**config.mk**
```make
export PLATFORM = sky130hd
export DESIGN_NAME = lss_top
export DESIGN_NICKNAME = d
export VERILOG_FILES = /design/src/design/lss_pkg.sv /design/src/design/lss_tmr_if.sv /design/src/design/lss_tick_tmr.sv /design/src/design/lss_overheat.sv /design/src/design/lss_top.sv
export VERILOG_INCLUDE_DIRS = /design/src /design/src/design
export SDC_FILE = /design/constraint.sdc
export NUM_CORES = 2
export LEC_CHECK = 0
export ABC_AREA = 1
export ABC_CLOCK_PERIOD_IN_PS = 8600
export BUFFER_PORTS_ARGS = -buffer_cell sky130_fd_sc_hd__buf_2
export CAP_MARGIN = 20
export CORE_MARGIN = 3
export CORE_UTILIZATION = 50
export CTS_CLUSTER_DIAMETER = 120
export CTS_CLUSTER_SIZE = 30
export DETAILED_ROUTE_END_ITERATION = 8
export GPL_ROUTABILITY_DRIVEN = 0
export PLACE_DENSITY = 0.7
export REMOVE_ABC_BUFFERS = 1
export SLEW_MARGIN = 40
export SYNTH_ARGS = -nofsm -noshare
export SYNTH_HDL_FRONTEND = slang
export SYNTH_SLANG_ARGS = --single-unit
```
**constraint.sdc**
```tcl
create_clock -name core_clk_i -period 8.6 [get_ports core_clk_i]
set_input_delay 0.43 -clock core_clk_i [delete_from_list [all_inputs] [get_ports core_clk_i]]
set_output_delay 0.43 -clock core_clk_i [all_outputs]
set_load 0.01 [all_outputs]
```
**src/design/lss_consts.svh**
```systemverilog
// Constants of the lift supervision block: offsets, fields, resets and timing.
`ifndef LSS_CONSTS_SVH
`define LSS_CONSTS_SVH
`define LSS_CLK_MHZ 50
`define LSS_TICK_US 10000
`define LSS_TICK_CYC (`LSS_TICK_US * `LSS_CLK_MHZ)
`define LSS_TICK_W 19
`define LSS_TIME_W 12
`define LSS_IDX_CTRL 3'h0
`define LSS_IDX_CONT 3'h1
`define LSS_IDX_DSPD 3'h2
`define LSS_IDX_DTIM 3'h3
`define LSS_IDX_ENC 3'h4
`define LSS_IDX_REV 3'h5
`define LSS_IDX_TEMP 3'h6
`define LSS_IDX_STAT 3'h7
`define LSS_OFF_CTRL 8'h00
`define LSS_OFF_CONT 8'h04
`define LSS_OFF_DSPD 8'h08
`define LSS_OFF_DTIM 8'h0c
`define LSS_OFF_ENC 8'h10
`define LSS_OFF_REV 8'h14
`define LSS_OFF_TEMP 8'h18
`define LSS_OFF_STAT 8'h1c
`define LSS_CTRL_CONF_EN 0
`define LSS_CTRL_DOOR_EN 1
`define LSS_CTRL_ENCOUT_EN 2
`define LSS_CTRL_WARN_EN 3
`define LSS_CTRL_MODE 5:4
`define LSS_F_LO 11:0
`define LSS_F_HI 27:16
`define LSS_F_SPD 15:0
`define LSS_F_PCT 6:0
`define LSS_F_MARGIN 7:0
`define LSS_F_SINK 15:8
`define LSS_F_INT 23:16
`define LSS_F_JCT 31:24
`define LSS_MSK_CTRL 32'h0000003f
`define LSS_MSK_TIME 32'h0fff0fff
`define LSS_MSK_SPD 32'h0000ffff
`define LSS_MSK_PCT 32'h0fff007f
`define LSS_MSK_TEMP 32'hffffffff
`define LSS_RST_ZERO 32'h00000000
`define LSS_RST_DTIM 32'h000a0000
`define LSS_RST_TEMP 32'h5a5a5a05
`define LSS_ZERO_BAND 16'h000a
`define LSS_PCT_FULL 24'h000064
`define LSS_HYST_DEG 10'h003
`endif

```
**src/design/lss_pkg.sv**
```systemverilog
// Types shared by the lift supervision modules.
package lss_pkg;
  typedef logic [11:0] lss_time_t;
  typedef enum logic [1:0] {
    LSS_DOOR_IDLE = 2'h0,
    LSS_DOOR_ARMED = 2'h1,
    LSS_DOOR_DELAY = 2'h3,
    LSS_DOOR_OPEN = 2'h2
  } lss_door_e;
  typedef enum logic [1:0] {
    LSS_ENC_FLAG = 2'h0,
    LSS_ENC_TRIP = 2'h1,
    LSS_ENC_WIDE = 2'h2,
    LSS_ENC_REV = 2'h3
  } lss_encmode_e;
endpackage : lss_pkg

```
**src/design/lss_tmr_if.sv**
```systemverilog
// Interface between the supervisor and one tick timer.
`timescale 1ns/100ps
interface lss_tmr_if;
  logic tick;
  logic run;
  lss_pkg::lss_time_t limit;
  logic done;
  modport owner(output tick, run, limit, input done);
  modport timer(input tick, run, limit, output done);
endinterface : lss_tmr_if

```
**src/design/lss_tick_tmr.sv**
```systemverilog
// Tick timer: counts control ticks while run holds, done once the limit is reached.
`timescale 1ns/100ps
module lss_tick_tmr (
  // Clock and reset
  input wire logic clk_i,
  input wire logic rst_n_i,
  // Timer channel
  lss_tmr_if.timer tif
);
  lss_pkg::lss_time_t cnt_q;

  // Dropping run restarts the count, so every timed window starts from zero.
  always_ff @(posedge clk_i or negedge rst_n_i) begin
    if (!rst_n_i) begin
      cnt_q <= '0;
    end else if (!tif.run) begin
      cnt_q <= '0;
    end else if (tif.tick && (cnt_q < tif.limit)) begin
      cnt_q <= cnt_q + 12'h001;
    end
  end

  assign tif.done = tif.run && (cnt_q >= tif.limit);
endmodule : lss_tick_tmr

```
**src/design/lss_overheat.sv**
```systemverilog
// Overheat early warning with hysteresis over three temperature channels.
`timescale 1ns/100ps
`include "lss_consts.svh"
module lss_overheat (
  // Clock and reset
  input wire logic clk_i,
  input wire logic rst_n_i,
  // Timebase and settings
  input wire logic tick_i,
  input wire logic [7:0] margin_i,
  input wire logic [2:0][7:0] trip_i,
  // Temperatures
  input wire logic [2:0][7:0] temp_i,
  // Warning
  output logic warn_o
);
  logic [2:0] hot;
  logic [2:0] cool;
  logic warn_q;

  for (genvar i = 0; i < 3; i++) begin : g_chan
    logic signed [9:0] on_thr;
    logic signed [9:0] off_thr;
    logic signed [9:0] t_s;
    assign t_s = signed'({2'h0, temp_i[i]});
    assign on_thr = signed'({2'h0, trip_i[i]}) - signed'({2'h0, margin_i});
    assign off_thr = on_thr - signed'(`LSS_HYST_DEG);
    assign hot[i] = t_s > on_thr;
    assign cool[i] = t_s < off_thr;
  end

  // Any hot channel sets; only all channels cool clears; otherwise hold.
  always_ff @(posedge clk_i or negedge rst_n_i) begin
    if (!rst_n_i) begin
      warn_q <= 1'b0;
    end else if (tick_i) begin
      if (|hot) begin
        warn_q <= 1'b1;
      end else if (&cool) begin
        warn_q <= 1'b0;
      end
    end
  end

  assign warn_o = warn_q;
endmodule : lss_overheat

```
**src/design/lss_top.sv**
```systemverilog
// Lift supervision: contactor check, door-open timing, encoder faults, overheat warning.
//
// Behaviour
// - Trip when confirm input differs from command.
// - No mismatch trip inside check window.
// - Check window may outlast gate turn-on.
// - Trip at gate on if contactor open.
// - Door output has speed, delay, period settings.
// - Below start speed: delay, then hold period.
// - Arm only after speed exceeds start speed.
// - Same door logic in battery operation.
// - Zero start speed disables door output.
// - Encoder fault after domain dwell time.
// - No encoder checks under torque control.
// - Domains: reversal, overspeed, underspeed.
// - No broken-wire check at zero speed.
// - Mode 0 keeps running, alarm off.
// - Mode 0 drives encoder-fault output.
// - Modes 1-3 trip and raise alarm.
// - Warning margin below each trip temperature.
// - Warning on when any channel hot.
// - Warning off when all cool by three.
// - Startup delay from command to gate.
`timescale 1ns/100ps
`include "lss_consts.svh"
module lss_top #(
  parameter int TICK_CYCLES = `LSS_TICK_CYC
) (
  // Clock and reset
  input wire logic core_clk_i,
  input wire logic rst_n_i,
  // APB slave
  input wire logic [7:0] paddr_i,
  input wire logic psel_i,
  input wire logic penable_i,
  input wire logic pwrite_i,
  input wire logic [31:0] pwdata_i,
  output logic [31:0] prdata_o,
  output logic pready_o,
  output logic pslverr_o,
  // Drive state
  input wire logic contactor_command_out_i,
  input wire logic torque_ctrl_i,
  input wire logic signed [15:0] ref_speed_i,
  input wire logic signed [15:0] det_speed_i,
  input wire logic [7:0] heatsink_temp_i,
  input wire logic [7:0] internal_temp_i,
  input wire logic [7:0] junction_temp_i,
  // Contactor pin
  input wire logic contactor_confirm_in_i,
  // Sequence outputs
  output logic gate_on_o,
  output logic door_open_out_o,
  output logic encoder_fault_out_o,
  output logic overheat_warn_out_o,
  output logic alarm_out_o
);
  localparam int TW = 0;
  localparam int TS = 1;
  localparam int TD = 2;
  localparam int TP = 3;
  localparam int TE = 4;
  localparam int TR = 5;

  function automatic logic [15:0] mag(input logic signed [15:0] v);
    return v[15] ? 16'(-v) : 16'(v);
  endfunction : mag

  // Word index of a byte address; 4'h8 marks an unmapped address.
  function automatic logic [3:0] reg_idx(input logic [7:0] a);
    return (a[7:5] == 3'h0 && a[1:0] == 2'h0) ? {1'b0, a[4:2]} : 4'h8;
  endfunction : reg_idx

  function automatic logic [31:0] cfg_mask(input logic [2:0] i);
    case (i)
      `LSS_IDX_CTRL: return `LSS_MSK_CTRL;
      `LSS_IDX_DSPD: return `LSS_MSK_SPD;
      `LSS_IDX_ENC, `LSS_IDX_REV: return `LSS_MSK_PCT;
      `LSS_IDX_TEMP: return `LSS_MSK_TEMP;
      default: return `LSS_MSK_TIME;
    endcase
  endfunction : cfg_mask

  function automatic logic [31:0] cfg_rst(input logic [2:0] i);
    case (i)
      `LSS_IDX_DTIM: return `LSS_RST_DTIM;
      `LSS_IDX_TEMP: return `LSS_RST_TEMP;
      default: return `LSS_RST_ZERO;
    endcase
  endfunction : cfg_rst

  logic [31:0] cfg_q [0:6];
  logic [31:0] prdata_q;
  logic pready_q;
  logic pslverr_q;
  logic [3:0] a_idx;
  logic wr_en;
  logic [31:0] stat_w;
  logic [`LSS_TICK_W-1:0] tick_cnt_q;
  logic tick_q;
  logic cc_meta_q;
  logic cc_sync_q;
  logic cmd_prev_q;
  logic gate_q;
  logic ct_trip_q;
  logic sd_trip_q;
  logic alarm_q;
  logic door_q;
  logic encout_q;
  logic warn_q;
  logic warn_raw;
  logic gate_rise;
  logic mismatch;
  lss_pkg::lss_door_e door_st_q;
  lss_pkg::lss_encmode_e mode;
  logic [15:0] ra;
  logic [15:0] da;
  logic [23:0] ra_x100;
  logic [23:0] da_x100;
  logic [23:0] ra_xlvl;
  logic [23:0] da_xlvl;
  logic [23:0] ra_xrng;
  logic dom_q;
  logic rev_q;
  logic [15:0] door_spd;
  logic win_done;
  logic start_done;
  logic dly_done;
  logic per_done;
  logic enc_done;
  logic rev_done;

  lss_tmr_if tif [6] ();

  for (genvar i = 0; i < 6; i++) begin : g_tmr
    assign tif[i].tick = tick_q;
    lss_tick_tmr u_tmr (
      .clk_i(core_clk_i),
      .rst_n_i(rst_n_i),
      .tif(tif[i])
    );
  end

  // APB slave: one wait state, the write lands on the completing edge.
  assign a_idx = reg_idx(paddr_i);
  assign wr_en = psel_i && penable_i && pready_q && pwrite_i;

  always_ff @(posedge core_clk_i or negedge rst_n_i) begin
    if (!rst_n_i) begin
      pready_q <= 1'b0;
      pslverr_q <= 1'b0;
      prdata_q <= '0;
    end else if (psel_i && penable_i && !pready_q) begin
      pready_q <= 1'b1;
      pslverr_q <= a_idx[3];
      prdata_q <= '0;
      if (!pwrite_i && !a_idx[3]) begin
        prdata_q <= (a_idx[2:0] == `LSS_IDX_STAT) ? stat_w : cfg_q[a_idx[2:0]];
      end
    end else begin
      pready_q <= 1'b0;
      pslverr_q <= 1'b0;
    end
  end

  always_ff @(posedge core_clk_i or negedge rst_n_i) begin
    if (!rst_n_i) begin
      for (int i = 0; i < 7; i++) begin
        cfg_q[i] <= cfg_rst(3'(i));
      end
    end else if (wr_en && !a_idx[3] && a_idx[2:0] != `LSS_IDX_STAT) begin
      cfg_q[a_idx[2:0]] <= pwdata_i & cfg_mask(a_idx[2:0]);
    end
  end

  assign stat_w = {25'h0, gate_q, alarm_q, warn_q, door_q, enc_done, sd_trip_q, ct_trip_q};
  assign mode = lss_pkg::lss_encmode_e'(cfg_q[`LSS_IDX_CTRL][`LSS_CTRL_MODE]);
  assign door_spd = cfg_q[`LSS_IDX_DSPD][`LSS_F_SPD];

  // Control timebase.
  always_ff @(posedge core_clk_i or negedge rst_n_i) begin
    if (!rst_n_i) begin
      tick_cnt_q <= '0;
      tick_q <= 1'b0;
    end else if (tick_cnt_q == `LSS_TICK_W'(TICK_CYCLES - 1)) begin
      tick_cnt_q <= '0;
      tick_q <= 1'b1;
    end else begin
      tick_cnt_q <= tick_cnt_q + `LSS_TICK_W'(1);
      tick_q <= 1'b0;
    end
  end

  // The confirmation pin is asynchronous to the core clock.
  always_ff @(posedge core_clk_i or negedge rst_n_i) begin
    if (!rst_n_i) begin
      cc_meta_q <= 1'b0;
      cc_sync_q <= 1'b0;
    end else begin
      cc_meta_q <= contactor_confirm_in_i;
      cc_sync_q <= cc_meta_q;
    end
  end

  // Contactor supervision. The window restarts on every command change and is
  // independent of the gate, so a long window keeps running after gate on.
  assign tif[TW].run = (contactor_command_out_i == cmd_prev_q);
  assign tif[TW].limit = cfg_q[`LSS_IDX_CONT][`LSS_F_LO];
  assign win_done = tif[TW].done;
  assign tif[TS].run = contactor_command_out_i;
  assign tif[TS].limit = cfg_q[`LSS_IDX_CONT][`LSS_F_HI];
  assign start_done = tif[TS].done;
  assign gate_rise = contactor_command_out_i && start_done && !gate_q && !alarm_q;
  assign mismatch = cfg_q[`LSS_IDX_CTRL][`LSS_CTRL_CONF_EN]
                    && (cc_sync_q != contactor_command_out_i) && win_done;

  always_ff @(posedge core_clk_i or negedge rst_n_i) begin
    if (!rst_n_i) begin
      cmd_prev_q <= 1'b0;
      gate_q <= 1'b0;
    end else begin
      cmd_prev_q <= contactor_command_out_i;
      gate_q <= contactor_command_out_i && start_done && !alarm_q;
    end
  end

  // Trip flags hold until cleared by writing one to the status bit; a new
  // cause in the clearing cycle wins.
  always_ff @(posedge core_clk_i or negedge rst_n_i) begin
    if (!rst_n_i) begin
      ct_trip_q <= 1'b0;
    end else begin
      ct_trip_q <= mismatch
                   || (gate_rise && cfg_q[`LSS_IDX_CTRL][`LSS_CTRL_CONF_EN] && !cc_sync_q)
                   || (ct_trip_q && !(wr_en && a_idx == {1'b0, `LSS_IDX_STAT} && pwdata_i[0]));
    end
  end

  // Door-open sequence, judged once per tick on the magnitude of the final
  // reference, which covers battery operation as well.
  assign tif[TD].run = (door_st_q == lss_pkg::LSS_DOOR_DELAY);
  assign tif[TD].limit = cfg_q[`LSS_IDX_DTIM][`LSS_F_LO];
  assign dly_done = tif[TD].done;
  assign tif[TP].run = (door_st_q == lss_pkg::LSS_DOOR_OPEN);
  assign tif[TP].limit = cfg_q[`LSS_IDX_DTIM][`LSS_F_HI];
  assign per_done = tif[TP].done;

  always_ff @(posedge core_clk_i or negedge rst_n_i) begin
    if (!rst_n_i) begin
      door_st_q <= lss_pkg::LSS_DOOR_IDLE;
    end else if (!cfg_q[`LSS_IDX_CTRL][`LSS_CTRL_DOOR_EN]) begin
      door_st_q <= lss_pkg::LSS_DOOR_IDLE;
    end else begin
      unique case (door_st_q)
        lss_pkg::LSS_DOOR_IDLE: begin
          if (tick_q && door_spd != 16'h0000 && ra > door_spd) begin
            door_st_q <= lss_pkg::LSS_DOOR_ARMED;
          end
        end
        lss_pkg::LSS_DOOR_ARMED: begin
          if (tick_q && ra < door_spd) begin
            door_st_q <= lss_pkg::LSS_DOOR_DELAY;
          end
        end
        lss_pkg::LSS_DOOR_DELAY: begin
          if (dly_done) begin
            door_st_q <= lss_pkg::LSS_DOOR_OPEN;
          end
        end
        lss_pkg::LSS_DOOR_OPEN: begin
          if (per_done) begin
            door_st_q <= lss_pkg::LSS_DOOR_IDLE;
          end
        end
      endcase
    end
  end

  // Encoder fault domains; products avoid a divider at the cost of width.
  assign ra = mag(ref_speed_i);
  assign da = mag(det_speed_i);
  assign ra_x100 = 24'(ra) * `LSS_PCT_FULL;
  assign da_x100 = 24'(da) * `LSS_PCT_FULL;
  assign ra_xlvl = 24'(ra) * 24'(cfg_q[`LSS_IDX_ENC][`LSS_F_PCT]);
  assign da_xlvl = 24'(da) * 24'(cfg_q[`LSS_IDX_ENC][`LSS_F_PCT]);
  assign ra_xrng = 24'(ra) * 24'(cfg_q[`LSS_IDX_REV][`LSS_F_PCT]);

  always_ff @(posedge core_clk_i or negedge rst_n_i) begin
    if (!rst_n_i) begin
      dom_q <= 1'b0;
      rev_q <= 1'b0;
    end else if (tick_q) begin
      dom_q <= (ref_speed_i[15] != det_speed_i[15] && ra > `LSS_ZERO_BAND
                && da > `LSS_ZERO_BAND && da_x100 >= ra_xlvl)
               || (da_x100 > ra_x100 + ra_xlvl)
               || (ra > `LSS_ZERO_BAND && da <= `LSS_ZERO_BAND)
               || (mode != lss_pkg::LSS_ENC_FLAG && mode != lss_pkg::LSS_ENC_TRIP
                   && ra_x100 > da_x100 + da_xlvl);
      rev_q <= mode == lss_pkg::LSS_ENC_REV && ref_speed_i[15] != det_speed_i[15]
               && ra > `LSS_ZERO_BAND && da > `LSS_ZERO_BAND && da_x100 >= ra_xrng;
    end
  end

  assign tif[TE].run = dom_q && !torque_ctrl_i;
  assign tif[TE].limit = cfg_q[`LSS_IDX_ENC][`LSS_F_HI];
  assign enc_done = tif[TE].done;
  assign tif[TR].run = rev_q && !torque_ctrl_i;
  assign tif[TR].limit = cfg_q[`LSS_IDX_REV][`LSS_F_HI];
  assign rev_done = tif[TR].done;

  always_ff @(posedge core_clk_i or negedge rst_n_i) begin
    if (!rst_n_i) begin
      sd_trip_q <= 1'b0;
    end else begin
      sd_trip_q <= (mode != lss_pkg::LSS_ENC_FLAG && (enc_done || rev_done))
                   || (sd_trip_q && !(wr_en && a_idx == {1'b0, `LSS_IDX_STAT} && pwdata_i[1]));
    end
  end

  lss_overheat u_oh (
    .clk_i(core_clk_i),
    .rst_n_i(rst_n_i),
    .tick_i(tick_q),
    .margin_i(cfg_q[`LSS_IDX_TEMP][`LSS_F_MARGIN]),
    .trip_i({cfg_q[`LSS_IDX_TEMP][`LSS_F_JCT], cfg_q[`LSS_IDX_TEMP][`LSS_F_INT],
             cfg_q[`LSS_IDX_TEMP][`LSS_F_SINK]}),
    .temp_i({junction_temp_i, internal_temp_i, heatsink_temp_i}),
    .warn_o(warn_raw)
  );

  // Output stage.
  always_ff @(posedge core_clk_i or negedge rst_n_i) begin
    if (!rst_n_i) begin
      alarm_q <= 1'b0;
      door_q <= 1'b0;
      encout_q <= 1'b0;
      warn_q <= 1'b0;
    end else begin
      alarm_q <= ct_trip_q || sd_trip_q;
      door_q <= door_st_q == lss_pkg::LSS_DOOR_OPEN;
      encout_q <= mode == lss_pkg::LSS_ENC_FLAG && enc_done
                  && cfg_q[`LSS_IDX_CTRL][`LSS_CTRL_ENCOUT_EN];
      warn_q <= warn_raw && cfg_q[`LSS_IDX_CTRL][`LSS_CTRL_WARN_EN];
    end
  end

  assign prdata_o = prdata_q;
  assign pready_o = pready_q;
  assign pslverr_o = pslverr_q;
  assign gate_on_o = gate_q;
  assign door_open_out_o = door_q;
  assign encoder_fault_out_o = encout_q;
  assign overheat_warn_out_o = warn_q;
  assign alarm_out_o = alarm_q;
endmodule : lss_top

```
# Yosys cells after proc, flatten, opt, wreduce, memory -nomap -nowiden

Index checks and enable logic that the tools add are counted.

Bits in registers: 365
Bits of input ports: 104
Output and inout port bits: 39
Word-level logic and storage cells: 231

$add $sub $neg: 17
$mul: 5
$lt $le $gt $ge: 29
Equality and inequality tests: 26
Multiplexer cells: 37
Bitwise operators: 2
Reductions and logical operators: 83

Operators with widths:

| kind                  | count |
|---|---|
| $bwmux 224            | 1 |
| $mux 32               | 6 |
| $mux 12               | 12 |
| $pmux 32 s4           | 1 |
| $bmux 32 s3           | 1 |
| $demux 32 s3          | 1 |
| $add 12x1->12 const B | 6 |
| $ge 12x12->1          | 6 |
| $lt 12x12->1          | 6 |
| $mul 16x7->23         | 3 |
| $logic_and 1x1->1     | 53 |
| $add 23x23->24        | 2 |
| $gt 23x24->1          | 2 |
| $ge 23x23->1          | 2 |
| $mul 16x5->21 const B | 2 |
| $and 32x32->32        | 1 |
| $gt 16x4->1 const B   | 2 |
| $mux 16               | 2 |
| $neg 16->16           | 2 |
| $gt 9x10->1           | 3 |
| $lt 9x10->1           | 3 |
| $sub 10x3->10 const B | 3 |
| $sub 8x8->9           | 3 |
| $add 19x1->19 const B | 1 |
| other kinds (33)      | 75 |

# Longest topological paths before layout

Word-level depth: 9
Mapped depth: 53
Depth with buffers taken out: 51

# Hierarchy

From an unflattened synthesis, not the netlist that was laid out.

Cells, all modules: 5,321
Area total of the unflattened synthesis: 40,080.9 um2

By module, submodules not included:

| module       | times used | cells each | area each (um2) | seq. area each (um2) |
|---|---|---|---|---|
| lss_top      | 1          | 3,858      | 30,389.1        | 7,327.0 |
| lss_tick_tmr | 6          | 172        | 1,148.6         | 300.3 |
| lss_overheat | 1          | 431        | 2,800.2         | 25.0 |

# Worst setup path after synthesis

No wires, ideal clock.

Path kind: input to register
From: input ref_speed_i[0]
To: register dom_q
Setup time: 0.121 ns
Arrival time: 8.027 ns
Required time: 8.479 ns
Slack: 0.452 ns
Stages: 49
Path buffers: 2
Path through: buf_6 clkbuf_1 inv_1 ha_1 nand2_1 nor4_2 inv_1 nor2_1 nand3_1 nand2_1 xor2_1 inv_2 nor2_1 fa_1 fa_1 fa_1 inv_1 fa_1 (+13 left out) or2_2 nand2_1 a21o_1 nand2_1 nand2_1 nand2_1 ha_1 nand2_1 inv_1 nand4_1 nor2_1 nand2_1 o211ai_1 a21oi_1 nand2_1 nand2_1 nor2_1 a21oi_1

Word-level cells in the longest chain between the ends: 9
Elaborated cells on any way between the ends: 17
Those cells by class: add/sub (2); mul (2); order compare (4); mux (1); reduce/logical (8)

Ends and longest elaborated chain:

| item                                                                   | line           | source |
|---|---|---|
| start, declared                                                        | lss_top.sv:44  | `input wire logic signed [15:0] ref_speed_i,` |
| $neg 16->16                                                            | lss_top.sv:66  | `return v[15] ? 16'(-v) : 16'(v);` |
| $mux 16 (*)                                                            | lss_top.sv:66  |  |
| parallel branches: the longest is 6 deep, another holds $add 23x23->24 | --             |  |
| $logic_or 1x1->1 (*)                                                   | lss_top.sv:293 | `` dom_q <= (ref_speed_i[15] != det_speed_i[15] && ra > `LSS_ZERO_BAND `` |
| end signal, assigned                                                   | lss_top.sv:293 |  |
| end, declared                                                          | lss_top.sv:123 | `logic dom_q;` |

Mark *: on every way between the ends.
A chain may end at the register's enable or synchronous reset.

# Final worst setup path

From: input det_speed_i[1]
To: register dom_q

Word-level cells in the longest chain between the ends: 8
Elaborated cells on any way between the ends: 17
Those cells by class: add/sub (2); mul (2); order compare (5); mux (1); reduce/logical (7)

Ends and longest elaborated chain:

| item                                                                   | line           | source |
|---|---|---|
| start, declared                                                        | lss_top.sv:45  | `input wire logic signed [15:0] det_speed_i,` |
| $neg 16->16                                                            | lss_top.sv:66  |  |
| $mux 16 (*)                                                            | lss_top.sv:66  |  |
| parallel branches: the longest is 5 deep, another holds $add 23x23->24 | --             |  |
| $logic_or 1x1->1 (*)                                                   | lss_top.sv:293 |  |

Marked as above.

==> qor.yml <==
status: "finished, final reports clean"
finalHoldViolations: 0
arrival_ns: 8.37
cts_buffer_depth: 3
htreeDepth: 1
worst_slack_ns: 0.7061
internal_power_w: 0.003264
ys_types: 70
combPwrFrac_pct: 53.3
ir_worst_vdd_mv: 0.1683
overflow: 0
net-switching-power_w: 0.002545
wl_mm: 110.2
cap_violations: 0
place_inst: 5975
std_cell_rows: 100
worst_path_largest_cell_delay_ns: 0.55
synth_top_area_share_pct: 22.98
clk_latency_ns: 0.55
root_buffer: "clkbuf_16"
die_h_um: 281.7
die-area_um2: 79360
grt_pass1_vias: 32060
min_path_cells: 1
async_flop_share_pct: 100.0
pwr-share-seq_pct: 30.3
clk_pin_slew_worst_paths_ns: 0.12
fin_nets: 5902
initial_utilization_pct: 50.80
setup_viol: 0
cts.sinks: 365
post-place-ws_ns: 0.1148
r2r_start: "cfg_q[66]$_DFFE_PN0P_"
end_kind: "flop"
min_period_over_period_pct: 91.79
grt_max_degree: 105
cp-start-kind: "input pin"
switching_share_pct: 43.81
synth.largest_area_cell: "dfrtp_1"
rr_endpoint: "dom_q$_DFFE_PN0P_"
hold_start: "contactor_command_out_i"
ys_ff_latch: 365
p_clk_share_pct: 16.5
synth_warnings: 0
synth.yosys.seq_area_share_pct: 24.08
portBuffers: 142
stdcell_count: 6005
synthTopCellsByArea: "dfrtp_1 23%, ha_1 17%, fa_1 13%"
dpl_cell_area_um2: 40120
num_io_pins: 143
finClkSkew_ns: 0.01870
dr.pass1.iters: 6
cts_made_buffers: 16
area_delta_synth_final_pct: 6.943
finalSetupTns_ns: 0
vias: 33047
drt_iter0_markers: 2829
drive_gt1_share_pct: 6.851
path_max_fanout: 6
pwr_density_cell_nw_per_um2: 142.9
max_slew_margin_pct: 47.02
timing.fmax_mhz: 126.7
finalCriticalPeriod_ns: 7.894
viasPerCell: 5.503
slowest_stage: "fa_1"
antenna_found_initial: 2
cts_tree: "yes"
core_um2: 74820
rsz0062_at_grt: "false"
power.leakage_nw: 21.46
holdPathEnd: "cmd_prev_q$_DFF_PN0_"
netlist_area_um2: 38010
r2r_slack_ns: 1.05
fillers: 7136
post-cts-setup-buffers: 0
yosysMostFrequentCell: "nand2_1"
hp-class: "input pin to flop"
stdcell_area_um2: 40650
wl_per_cell_um: 18.35
grt_use_total_pct: 27.98
ant_nets: 0
n_antenna_cell: 0
route.detailed.drc: 0
ys_top_cells_by_count: "1070 x nand2_1, 794 x inv_1, 518 x ha_1"
crit_type: "input pin to flop"
tightest_slew_ns: 0.7947
synthCells: 4895
synth_edf_count: 0
grt_pass1_wl_mm: 175.5
hpwlAfterDp_mm: 87.12
avgSynthCellArea_um2: 7.765
rr_worst_depth: 42
crit_required_ns: 9.08
slew_violations: 0
die-width_um: 281.7
synthFlopType: "dfrtp_1"
## through the flow
stage,utilization (%),hold WS [ns],total power [W]
2_1_floorplan,-,0.1344,0.003912
3_3_place_gp,53.49,0.3328,0.004759
3_5_place_dp,53.63,0.3534,0.004829
4_1_cts,54.30,0.1153,0.005791
5_1_grt,54.32,0.1320,0.006301
6_report,54.32,0.1278,0.005809
## metal layers
layer / vias to the layer above / wire [µm] / track usage (%)
met3: 218 / 7001 / 3.262
li1: 16032 / - / -
met5: - / 13 / 0
met2: 1101 / 50300 / 45.91
met1: 15694 / 47480 / 37.85
met4: 2 / 5381 / 11.41
## kinds of logic after synthesis
logic type,after synthesis,share of synthesized area (%)
simple gates,1852,20.53
buf+inv,944,9.622
compound gates,813,11.87
fa+ha+maj,772,30.43
flops,365,24.08
xor+xnor,148,3.430
mux,1,0.02963
## state kept, by name (all words and copies together) (netlist names)
name	cells
dom_q	1
cc_meta_q	1
overheat_warn_out_o	1
tick_q	1
encoder_fault_out_o	1
pslverr_o	1
sd_trip_q	1
pready_o	1
u_oh.warn_o	1
ct_trip_q	1
door_st_q	2
g_tmr.u_tmr.cnt_q	72
gate_on_o	1
rev_q	1
cmd_prev_q	1
cc_sync_q	1
cfg_q	224
alarm_out_o	1
door_open_out_o	1
tick_cnt_q	19
prdata_o	32
## critical path, delay by kind of cell
family	cells	cell delay (ns)
AOI/OAI and AO/OA	6	1.27
xor gates and xnor gates	1	0.14
adders and majority gates	10	3.82
buffers and inverters	7	0.50
and+or+nand+nor	16	2.20
## power groups by stage
stage | combinational, W | clock, W | sequential, W
floorplan | 0.00213 | 0 | 0.00178
global placement | 0.00297 | 0 | 0.00179
detailed placement | 0.00304 | 0 | 0.00179
CTS | 0.00306 | 0.000969 | 0.00176
global route | 0.00352 | 0.00102 | 0.00176
finish | 0.00309 | 0.000958 | 0.00176
## final cells by class
type / instances / area [µm²] / share of cell area [%]
clock buffer: 26 / 459.2 / 1.130
clock inverter: 2 / 27.53 / 0.06772
inverter: 827 / 3108 / 7.646
multi-input combinational: 3586 / 25240 / 62.09
sequential: 365 / 9154 / 22.52
tap: 969 / 1212 / 2.983
timing repair buffer: 230 / 1450 / 3.568
## worst max-delay path by stage
stage,start,cells past startpoint,to
6_report,det_speed_i[1],40,dom_q$_DFFE_PN0P_
3_5_place_dp,det_speed_i[1],40,dom_q$_DFFE_PN0P_
4_1_cts,det_speed_i[1],40,dom_q$_DFFE_PN0P_
3_3_place_gp,det_speed_i[0],40,dom_q$_DFFE_PN0P_
5_1_grt,ref_speed_i[0],47,dom_q$_DFFE_PN0P_
2_1_floorplan,ref_speed_i[0],47,dom_q$_DFFE_PN0P_
## cell usage in the layout, fill, tap and decap left out, types with 10 or more instances in the layout
cell       instances
nand2_1         1069
inv_1            792
ha_1             518
nor2_1           393
dfrtp_1          349
o21ai_0          309
a21oi_1          292
fa_1             254
nand3_1          175
buf_2            141
xor2_1            90
buf_4             80
nor3_1            64
xnor2_1           57
nand4_1           53
o21ai_1           39
o211ai_1          37
inv_2             19
o22ai_1           19
clkbuf_16         17
dfstp_2           16
o21bai_1          15
nor2_2            14
clkinv_1          14
and3_1            13
nor4_1            13
o221ai_1          12
a31oi_1           12
a22oi_1           11
or2_2             10
o31ai_1           10
a21o_1            10
## what timing repair did
item | CTS | global route
gates resized for setup | 0 | 4
endpoints found under the setup margin | 0 | 1
endpoints found under the hold margin | 66 | 0
hold buffers | 2 | 0
(Power assumes the default switching activity.)
